--- src/logic/sonet_ei_pkg.sv ---
package sonet_ei_pkg;
  localparam int unsigned ADDR_W   = 18;
  localparam int unsigned DATA_W   = 8;
  localparam int unsigned NUM_CH   = 8;
  localparam int unsigned QUAD_CH  = 4;
  localparam int unsigned CNT_W    = 4;
  localparam int unsigned CNT_LSB  = 0;
  localparam int unsigned IRQ_W    = 3;

  localparam logic [ADDR_W-1:0] OFS_ERR_COUNT  = 18'h3000C;
  localparam logic [ADDR_W-1:0] OFS_A1_SUB     = 18'h3000D;
  localparam logic [ADDR_W-1:0] OFS_A2_SUB     = 18'h3000E;
  localparam logic [ADDR_W-1:0] OFS_B1_MASK    = 18'h3000F;
  localparam logic [ADDR_W-1:0] OFS_ALARM_A    = 18'h30010;
  localparam logic [ADDR_W-1:0] OFS_ALARM_EN   = 18'h30011;
  localparam logic [ADDR_W-1:0] OFS_ALARM_B    = 18'h30014;
  localparam logic [ADDR_W-1:0] OFS_INS_CMD    = 18'h30030;
  localparam logic [ADDR_W-1:0] OFS_IRQ_STAT   = 18'h30031;
  localparam logic [ADDR_W-1:0] OFS_IRQ_MASK   = 18'h30032;

  localparam logic [DATA_W-1:0]  RST_BYTE  = 8'h00;
  localparam logic [QUAD_CH-1:0] RST_EN    = 4'h0;
  localparam logic [CNT_W-1:0]   RST_CNT   = 4'h0;
  localparam logic [IRQ_W-1:0]   RST_IRQ   = 3'h0;

  localparam int unsigned IRQ_ALARM_A  = 0;
  localparam int unsigned IRQ_ALARM_B  = 1;
  localparam int unsigned IRQ_INS_DONE = 2;

  typedef enum logic [1:0] {
    KIND_PAYLOAD = 2'h0,
    KIND_A1      = 2'h1,
    KIND_A2      = 2'h3,
    KIND_B1      = 2'h2
  } byte_kind_t;
endpackage

--- src/logic/frame_insert_counter.sv ---
module frame_insert_counter #(
  parameter int unsigned NUM_CH = 8,
  parameter int unsigned CNT_W  = 4
) (
  input  wire logic              i_clk_sys,
  input  wire logic              i_rstn,
  input  wire logic [NUM_CH-1:0] i_load,
  input  wire logic [CNT_W-1:0]  i_count,
  input  wire logic [NUM_CH-1:0] i_consume,
  output logic      [NUM_CH-1:0] o_busy,
  output logic      [NUM_CH-1:0] o_done
);
  logic [CNT_W-1:0]  left_q [NUM_CH];
  logic [NUM_CH-1:0] done_q;

  // a load in the same cycle as a consume restarts the burst
  always_ff @(posedge i_clk_sys)
  begin
    for (int c = 0; c < NUM_CH; c++)
    begin
      if (!i_rstn)
        left_q[c] <= '0;
      else if (i_load[c])
        left_q[c] <= i_count;
      else if (i_consume[c] && left_q[c] != '0)
        left_q[c] <= left_q[c] - 1'b1;
    end
  end

  always_ff @(posedge i_clk_sys)
  begin
    for (int c = 0; c < NUM_CH; c++)
    begin
      if (!i_rstn)
        done_q[c] <= 1'b0;
      else
        done_q[c] <= i_consume[c] && !i_load[c] && left_q[c] == CNT_W'(1);
    end
  end

  always_comb
  begin
    for (int c = 0; c < NUM_CH; c++)
      o_busy[c] = left_q[c] != '0;
  end

  assign o_done = done_q;
endmodule

--- src/logic/alarm_consolidate.sv ---
module alarm_consolidate #(
  parameter int unsigned QUAD_CH = 4
) (
  input  wire logic                 i_clk_sys,
  input  wire logic                 i_rstn,
  input  wire logic [2*QUAD_CH-1:0] i_raw,
  input  wire logic [QUAD_CH-1:0]   i_enable,
  output logic      [2*QUAD_CH-1:0] o_alarm,
  output logic      [2*QUAD_CH-1:0] o_rise
);
  logic [2*QUAD_CH-1:0] alarm_q;
  logic [2*QUAD_CH-1:0] rise_q;
  wire  [2*QUAD_CH-1:0] alarm_d;

  // one enable bit covers the same lane of both quads
  assign alarm_d = i_raw & {i_enable, i_enable};

  always_ff @(posedge i_clk_sys)
  begin
    if (!i_rstn)
    begin
      alarm_q <= '0;
      rise_q  <= '0;
    end
    else
    begin
      alarm_q <= alarm_d;
      rise_q  <= alarm_d & ~alarm_q;
    end
  end

  assign o_alarm = alarm_q;
  assign o_rise  = rise_q;
endmodule

--- src/logic/sonet_error_insert_alarm_regs.sv ---
// Summary of operation
// RL1 - active insertion replaces framing byte one
// RL2 - active insertion replaces framing byte two
// RL3 - mask ones invert outgoing parity byte bits
// RL4 - alarm bit 0 reports lane zero
// RL5 - alarm bit 1 reports lane one
// RL6 - alarm bit 2 reports lane two
// RL7 - alarm bit 3 lane three, rest zero
// RL8 - enable bit gates same lane, both quads
// RL9 - insert command corrupts count frames
// RL10 - second quad alarms in own register
// RL11 - insertion registers reset to zero
module sonet_error_insert_alarm_regs #(
  parameter int unsigned NUM_CH  = sonet_ei_pkg::NUM_CH,
  parameter int unsigned QUAD_CH = sonet_ei_pkg::QUAD_CH
) (
  input  wire logic                     i_clk_sys,
  input  wire logic                     i_rstn,
  input  wire logic [17:0]              i_addr,
  input  wire logic [7:0]               i_wdata,
  input  wire logic                     i_wr,
  input  wire logic                     i_rd,
  output logic      [7:0]               o_rdata,
  input  wire logic                     i_tx_valid,
  input  wire logic [2:0]               i_tx_ch,
  input  wire sonet_ei_pkg::byte_kind_t i_tx_kind,
  input  wire logic [7:0]               i_tx_byte,
  output logic                          o_tx_valid,
  output logic      [2:0]               o_tx_ch,
  output logic      [7:0]               o_tx_byte,
  input  wire logic [7:0]               i_alarm_raw,
  output logic                          o_irq
);
  function automatic logic hit(input logic [17:0] a, input logic [17:0] ofs);
    hit = (a == ofs);
  endfunction

  function automatic logic [NUM_CH-1:0] onehot(input logic [2:0] ch);
    onehot = NUM_CH'(1) << ch;
  endfunction

  logic [7:0]         a1_q;
  logic [7:0]         a2_q;
  logic [7:0]         b1_mask_q;
  logic [3:0]         err_cnt_q;
  logic [3:0]         alm_en_q;
  logic [2:0]         irq_stat_q;
  logic [2:0]         irq_mask_q;
  logic [7:0]         rdata_q;
  logic               tx_valid_q;
  logic [2:0]         tx_ch_q;
  logic [7:0]         tx_byte_q;
  logic               irq_q;
  logic [7:0]         rdata_d;
  logic [NUM_CH-1:0]  ins_busy;
  logic [NUM_CH-1:0]  ins_done;
  logic [7:0]         alarm_vis;
  logic [7:0]         alarm_rise;

  wire sel_cnt   = hit(i_addr, sonet_ei_pkg::OFS_ERR_COUNT);
  wire sel_a1    = hit(i_addr, sonet_ei_pkg::OFS_A1_SUB);
  wire sel_a2    = hit(i_addr, sonet_ei_pkg::OFS_A2_SUB);
  wire sel_b1    = hit(i_addr, sonet_ei_pkg::OFS_B1_MASK);
  wire sel_alm_a = hit(i_addr, sonet_ei_pkg::OFS_ALARM_A);
  wire sel_en    = hit(i_addr, sonet_ei_pkg::OFS_ALARM_EN);
  wire sel_alm_b = hit(i_addr, sonet_ei_pkg::OFS_ALARM_B);
  wire sel_cmd   = hit(i_addr, sonet_ei_pkg::OFS_INS_CMD);
  wire sel_stat  = hit(i_addr, sonet_ei_pkg::OFS_IRQ_STAT);
  wire sel_mask  = hit(i_addr, sonet_ei_pkg::OFS_IRQ_MASK);

  wire wr_cnt  = i_wr && sel_cnt;
  wire wr_a1   = i_wr && sel_a1;
  wire wr_a2   = i_wr && sel_a2;
  wire wr_b1   = i_wr && sel_b1;
  wire wr_en   = i_wr && sel_en;
  wire wr_cmd  = i_wr && sel_cmd;
  wire wr_stat = i_wr && sel_stat;
  wire wr_mask = i_wr && sel_mask;

  // transmit byte classification
  wire tx_a1    = i_tx_valid && (i_tx_kind == sonet_ei_pkg::KIND_A1);
  wire tx_a2    = i_tx_valid && (i_tx_kind == sonet_ei_pkg::KIND_A2);
  wire tx_b1    = i_tx_valid && (i_tx_kind == sonet_ei_pkg::KIND_B1);
  wire ch_busy  = ins_busy[i_tx_ch];
  wire sub_a1   = tx_a1 && ch_busy;
  wire sub_a2   = tx_a2 && ch_busy;
  wire [7:0] b1_flip = i_tx_byte ^ b1_mask_q;

  // a frame counts as corrupted once its second framing byte went out
  wire [NUM_CH-1:0] ins_load    = wr_cmd ? i_wdata[NUM_CH-1:0] : '0;
  wire [NUM_CH-1:0] ins_consume = sub_a2 ? onehot(i_tx_ch) : '0;

  wire [7:0] tx_byte_d = sub_a1 ? a1_q :
                         sub_a2 ? a2_q :
                         tx_b1  ? b1_flip : i_tx_byte;

  wire [2:0] irq_event = {|ins_done, |alarm_rise[7:4], |alarm_rise[3:0]};
  wire [2:0] irq_clr   = wr_stat ? i_wdata[2:0] : 3'h0;
  // an event in the clearing cycle survives
  wire [2:0] irq_stat_d = (irq_stat_q & ~irq_clr) | irq_event;
  wire [2:0] irq_mask_d = wr_mask ? i_wdata[2:0] : irq_mask_q;

  frame_insert_counter #(
    .NUM_CH (NUM_CH),
    .CNT_W  (sonet_ei_pkg::CNT_W)
  ) u_insert (
    .i_clk_sys (i_clk_sys),
    .i_rstn    (i_rstn),
    .i_load    (ins_load),
    .i_count   (err_cnt_q),
    .i_consume (ins_consume),
    .o_busy    (ins_busy),
    .o_done    (ins_done)
  );

  alarm_consolidate #(
    .QUAD_CH (QUAD_CH)
  ) u_alarm (
    .i_clk_sys (i_clk_sys),
    .i_rstn    (i_rstn),
    .i_raw     (i_alarm_raw),
    .i_enable  (alm_en_q),
    .o_alarm   (alarm_vis),
    .o_rise    (alarm_rise)
  ); // [RL8]

  // unmapped addresses read zero
  always_comb
  begin
    if (!i_rd)
      rdata_d = 8'h00;
    else if (sel_cnt)
      rdata_d = {4'h0, err_cnt_q};
    else if (sel_a1)
      rdata_d = a1_q;
    else if (sel_a2)
      rdata_d = a2_q;
    else if (sel_b1)
      rdata_d = b1_mask_q;
    else if (sel_alm_a)
      rdata_d = {4'h0, alarm_vis[3:0]}; // [RL4] [RL5] [RL6] [RL7]
    else if (sel_en)
      rdata_d = {4'h0, alm_en_q};
    else if (sel_alm_b)
      rdata_d = {4'h0, alarm_vis[7:4]}; // [RL10]
    else if (sel_cmd)
      rdata_d = 8'(ins_busy);
    else if (sel_stat)
      rdata_d = {5'h00, irq_stat_q};
    else if (sel_mask)
      rdata_d = {5'h00, irq_mask_q};
    else
      rdata_d = 8'h00;
  end

  always_ff @(posedge i_clk_sys)
  begin
    if (!i_rstn)
    begin
      a1_q      <= sonet_ei_pkg::RST_BYTE; // [RL11]
      a2_q      <= sonet_ei_pkg::RST_BYTE;
      b1_mask_q <= sonet_ei_pkg::RST_BYTE;
      err_cnt_q <= sonet_ei_pkg::RST_CNT;
    end
    else
    begin
      if (wr_a1)
        a1_q <= i_wdata;
      if (wr_a2)
        a2_q <= i_wdata;
      if (wr_b1)
        b1_mask_q <= i_wdata;
      if (wr_cnt)
        err_cnt_q <= i_wdata[sonet_ei_pkg::CNT_LSB +: sonet_ei_pkg::CNT_W];
    end
  end

  always_ff @(posedge i_clk_sys)
  begin
    if (!i_rstn)
    begin
      alm_en_q   <= sonet_ei_pkg::RST_EN; // [RL8]
      irq_stat_q <= sonet_ei_pkg::RST_IRQ;
      irq_mask_q <= sonet_ei_pkg::RST_IRQ;
      irq_q      <= 1'b0;
      rdata_q    <= sonet_ei_pkg::RST_BYTE;
    end
    else
    begin
      if (wr_en)
        alm_en_q <= i_wdata[3:0];
      irq_stat_q <= irq_stat_d;
      irq_mask_q <= irq_mask_d;
      irq_q      <= |(irq_stat_d & irq_mask_d);
      rdata_q    <= rdata_d;
    end
  end

  // one stage of latency keeps all transmit outputs registered
  always_ff @(posedge i_clk_sys)
  begin
    if (!i_rstn)
    begin
      tx_valid_q <= 1'b0;
      tx_ch_q    <= 3'h0;
      tx_byte_q  <= sonet_ei_pkg::RST_BYTE;
    end
    else
    begin
      tx_valid_q <= i_tx_valid;
      tx_ch_q    <= i_tx_ch;
      tx_byte_q  <= tx_byte_d; // [RL1] [RL2] [RL3] [RL9]
    end
  end

  assign o_rdata    = rdata_q;
  assign o_tx_valid = tx_valid_q;
  assign o_tx_ch    = tx_ch_q;
  assign o_tx_byte  = tx_byte_q;
  assign o_irq      = irq_q;

  wire rd_alm_a = i_rd && sel_alm_a;
  wire rd_alm_b = i_rd && sel_alm_b;
  wire rd_none  = i_rd && !(sel_cnt || sel_a1 || sel_a2 || sel_b1 || sel_alm_a ||
                  sel_en || sel_alm_b || sel_cmd || sel_stat || sel_mask);
  wire [3:0] alm_a_now = alarm_vis[3:0];
  wire [3:0] alm_b_now = alarm_vis[7:4];

  // separate frames-left model for lane 0, so the counter is not checked against itself
  logic [3:0] ch0_left_q;
  always_ff @(posedge i_clk_sys)
  begin
    if (!i_rstn)
      ch0_left_q <= 4'h0;
    else if (wr_cmd && i_wdata[0])
      ch0_left_q <= err_cnt_q;
    else if (sub_a2 && i_tx_ch == 3'h0 && ch0_left_q != 4'h0)
      ch0_left_q <= ch0_left_q - 4'h1;
  end
endmodule

--- config.mk ---
export PLATFORM = sky130hd
export DESIGN_NAME = sonet_error_insert_alarm_regs
export DESIGN_NICKNAME = d
export VERILOG_FILES = /design/src/logic/sonet_ei_pkg.sv /design/src/logic/frame_insert_counter.sv /design/src/logic/alarm_consolidate.sv /design/src/logic/sonet_error_insert_alarm_regs.sv
export SDC_FILE = /design/constraint.sdc
export NUM_CORES = 1
export LEC_CHECK = 0
export BUFFER_PORTS_ARGS = -buffer_cell sky130_fd_sc_hd__buf_2
export CAP_MARGIN = 20
export CORE_MARGIN = 10
export CORE_UTILIZATION = 45
export CTS_CLUSTER_SIZE = 8
export DETAILED_ROUTE_END_ITERATION = 16
export SYNTH_ARGS = -nofsm -noshare
export SYNTH_HDL_FRONTEND = slang
export SYNTH_HIERARCHICAL = 1
export SYNTH_SLANG_ARGS = --single-unit
export TNS_END_PERCENT = 1
--- constraint.sdc ---
create_clock -name i_clk_sys -period 6 [get_ports i_clk_sys]
set_clock_uncertainty 0.1 [all_clocks]
set_input_delay 0.6 -clock i_clk_sys [delete_from_list [all_inputs] [get_ports i_clk_sys]]
set_output_delay 0.6 -clock i_clk_sys [all_outputs]
set_load 0.02 [all_outputs]
==> results by group <==
Run status
  – Status: completed

Detailed routing
  – Wire per inst: 18.2 um
  – Vias/cell: 5.53
  – Initial DRC count: 400
  – Total iterations of the first detailed-routing run: 5
  – Final ANT Viol Nets: 0
  – Drt drc: 0
  – Drt total wl: 16000 um
  – Vias: 4836

Cells and area
  – Commonest non-fill, non-tap cell in the layout: nand2_1
  – Ant diodes: 0
  – Fillcell total: 1208
  – Share of layout cells above drive strength 1: 19.2%
  – Nets: 755
  – Area Growth Syn to Fin: 17.4%
  – Most frequent cells in the layout: 84 x nand2_1, 83 x dfxtp_1, 72 x buf_2

Floorplanning
  – Num ports: 73
  – Die area: 18300 sq um
  – Core Area: 13100 sq um
  – Die span in x: 135 um
  – Initial Util: 45.6%
  – Cell Rows: 42
  – Die extent in y: 135 um

Power
  – Worst VDD drop: 0.153 mV
  – Logic gate share of total power: 6.7%
  – Pint: 1.49 mW
  – Clock share of power: 50.3%
  – Pwr/cell area: 271 nW/um^2
  – Sequential Power Share: 43.0%
  – Sw Pwr: 0.422 mW
  – Overall power: 1.91 mW
  – Sw Share: 22.1%
  – Leakage: 2.87 nW

Critical path
  – Reg2reg path depth: 12
  – CP Capture Type: register
  – Worst Setup Path Type: reg -> reg
  – FF-to-FF Start: u_insert/left_q[0][12]$_DFFE_PP_
  – Startpoint types: register
  – Reg-to-Reg End: u_insert/left_q[1][11]$_DFFE_PP_
  – Required @ worst endpoint: 6.00 ns
  – R2R Setup Slk: 2.68 ns
  – CP max FO: 18
  – WP data arrival: 3.32 ns

Logic synthesis
  – Seq/Total Area, Yosys: 43.7%
  – Mean post-synth cell area: 9.69 sq um
  – Post-synthesis compound-gate area fraction: 11.2%
  – Mux cell area share after synthesis: 8.51%
  – #FFs+latches synth: 115
  – Syn Nets: 687
  – Mapped Area: 6000 sq um
  – EDFF count, synth: 32
  – Synth Area in Simple Gates: 26.9%
  – Syn Inst Count: 619
  – FFs w/ async S/R, synth: 0%
  – YS warnings: 6
  – Post-Synth XOR/XNOR Area: 2.77%
  – Synth Area in Adders: 3.34%
  – Synth Flop Type: dfxtp_1
  – Synth unique cells: 69
  – Main combinational cell family by area after synthesis: simple AND/OR/NAND/NOR gates

Worst hold path
  – Hold path depth: 2
  – WHS Endpoint: u_alarm/o_alarm[1]$_SDFF_PN0_
  – Hold_sp: i_alarm_raw[1]
  – Tightest Hold Check Type: in -> reg

STA
  – Fin crit share: 55.3%
  – RSZ-0062 raised after global routing: false
  – Min Tclk post-route: 3.32 ns
  – Least-Margin Pin Slew: 0.846 ns
  – Final hold viol count: 0
  – Setup_tns: 0 ns
  – Final max-slew violation count: 0
  – Setup Viol. Count Final: 0
  – Slew margin rel.: 42.8%
  – FMAX: 301 MHz

Global routing
  – Grt total ovfl: 0
  – First-pass GRT wire length: 25600 um
  – Gr usage total: 17.7%
  – Vias in the first global route: 4870
  – Largest net degree at the start of global routing: 90
  – Number of antenna violations at the first check in global routing: 0

Clock network
  – Worst-case clock buffer depth: 2
  – Clock Pin Slew Worst Setup and Hold Paths: 0.05 ns
  – Clock sinks: 115
  – Root buf cell: clkbuf_16
  – Hold-fix buffers, CTS: 0
  – CTS resizes: 0
  – CTS H-tree lvls: 4
  – Post-CTS setup buffer count: 0
  – TritonCTS clock tree: yes
  – Num CTS Buffers: 17
  – Clk_lat worst skew: 0.42 ns

Run
  – Max-cap violations: 0

Placed design
  – GPL Wtd Cong: 0.905
  – Detail Placement HPWL: 11600 um
  – IO buf count: 72
## worst max path at each step
stage	start	endpoint	slack, ns	cells after the start
3_3_place_gp	i_addr[15]	u_insert/left_q[1][1]$_SDFFCE_PN0P_	2.72	8
3_5_place_dp	i_addr[15]	u_insert/left_q[0][14]$_DFFE_PP_	2.68	8
5_1_grt	u_insert/left_q[0][12]$_DFFE_PP_	u_insert/left_q[0][9]$_DFFE_PP_	2.52	12
6_report	u_insert/left_q[0][12]$_DFFE_PP_	u_insert/left_q[1][11]$_DFFE_PP_	2.68	12
2_1_floorplan	i_addr[15]	u_insert/left_q[0][4]$_DFFE_PP_	3.28	6
4_1_cts	u_insert/left_q[0][12]$_DFFE_PP_	u_insert/left_q[0][0]$_DFFE_PP_	2.69	12
## worst max-delay path: stages, from the launching register on
cell and delay, ns:
edfxtp_1 0.44, inv_1 0.09, ha_1 0.17, or3b_1 0.47, mux4_2 0.54, mux2i_1 0.17, nor2_1 0.05, buf_4 0.20
nand3_1 0.16, nor2_1 0.09, and3b_1 0.19, nand2_1 0.15, nand3b_1 0.20
## layout make-up
| class | instances | area [sq um] | area share (%) |
|---|---|---|---|
| multi-input cells | 451 | 3160 | 44.9 |
| clock buffers | 25 | 475 | 6.75 |
| inverters | 27 | 101 | 1.44 |
| well taps | 176 | 220 | 3.13 |
| clock inverters | 6 | 80.1 | 1.14 |
| flip-flops and latches | 115 | 2620 | 37.2 |
| repair buffers | 75 | 383 | 5.44 |
## power groups by stage
stage / Clock [mW] / Combinational, mW / Sequential, mW
after global placement: 0 / 0.128 / 0.836
final: 0.962 / 0.129 / 0.821
after global routing: 1.01 / 0.141 / 0.822
after detailed placement: 0 / 0.130 / 0.837
after floorplan: 0 / 0.0703 / 0.842
after CTS: 0.972 / 0.130 / 0.821
## per-stage QoR
step	area [sq um]	hold WS, ns	instances	setup WS (ns)	utilization, %
global route	7040	0.339	875	2.52	53.6
floorplan	6000	0.343	619	3.28	-
global placement	6490	0.384	844	2.72	49.4
detailed placement	6490	0.385	844	2.68	49.4
CTS	7040	0.327	875	2.69	53.6
finish	7040	0.332	875	2.68	53.6
## synth_stat cells (5+ instances only)
master,count,share of area (%)
nand3b_1,10,1.3
and3_2,6,0.75
dfxtp_1,83,28
and3_1,9,0.94
nand2_1,84,5.3
o21ai_0,31,2.6
and3b_1,7,1.0
a21oi_1,10,0.83
nand3_1,12,1.0
edfxtp_1,32,16
inv_1,27,1.7
nor3_1,15,1.3
nor2b_1,30,3.1
xnor2_1,19,2.8
clkbuf_1,16,1.0
nand2b_1,8,0.83
mux2i_1,42,7.0
and4b_2,6,1.1
buf_1,5,0.31
and2_1,15,1.6
or3b_1,5,0.73
o211a_1,8,1.3
a21boi_1,9,1.1
a31oi_1,5,0.52
nor2_1,22,1.4
o21ai_1,10,0.83
ha_1,16,3.3
## sequential cells by signal, summed over array words and instances (netlist names), 8 cells and up
register	count
u_insert/left_q	32
a1_q	8
a2_q	8
b1_mask_q	8
o_rdata	8
o_tx_byte	8
u_alarm/o_alarm	8
u_alarm/o_rise	8
u_insert/o_done	8
## per-layer routing
metal  vias up  part of all wire, %  GRT usage [%]
met2       125                   49           29.1
li1       2352                    -              -
met5         -                    0              0
met3        18                  5.1           4.34
met4         0                  1.7           6.76
met1      2341                   45           21.9
## kinds of logic (layout without fill, tap and decap cells)
group | Yosys count | count (layout)
buf+inv | 53 | 133
simple gates | 268 | 268
mux | 47 | 47
xor+xnor | 19 | 19
flops | 115 | 115
fa+ha+maj | 16 | 16
compound gates | 101 | 101
Power figures use the tool's default switching activity.
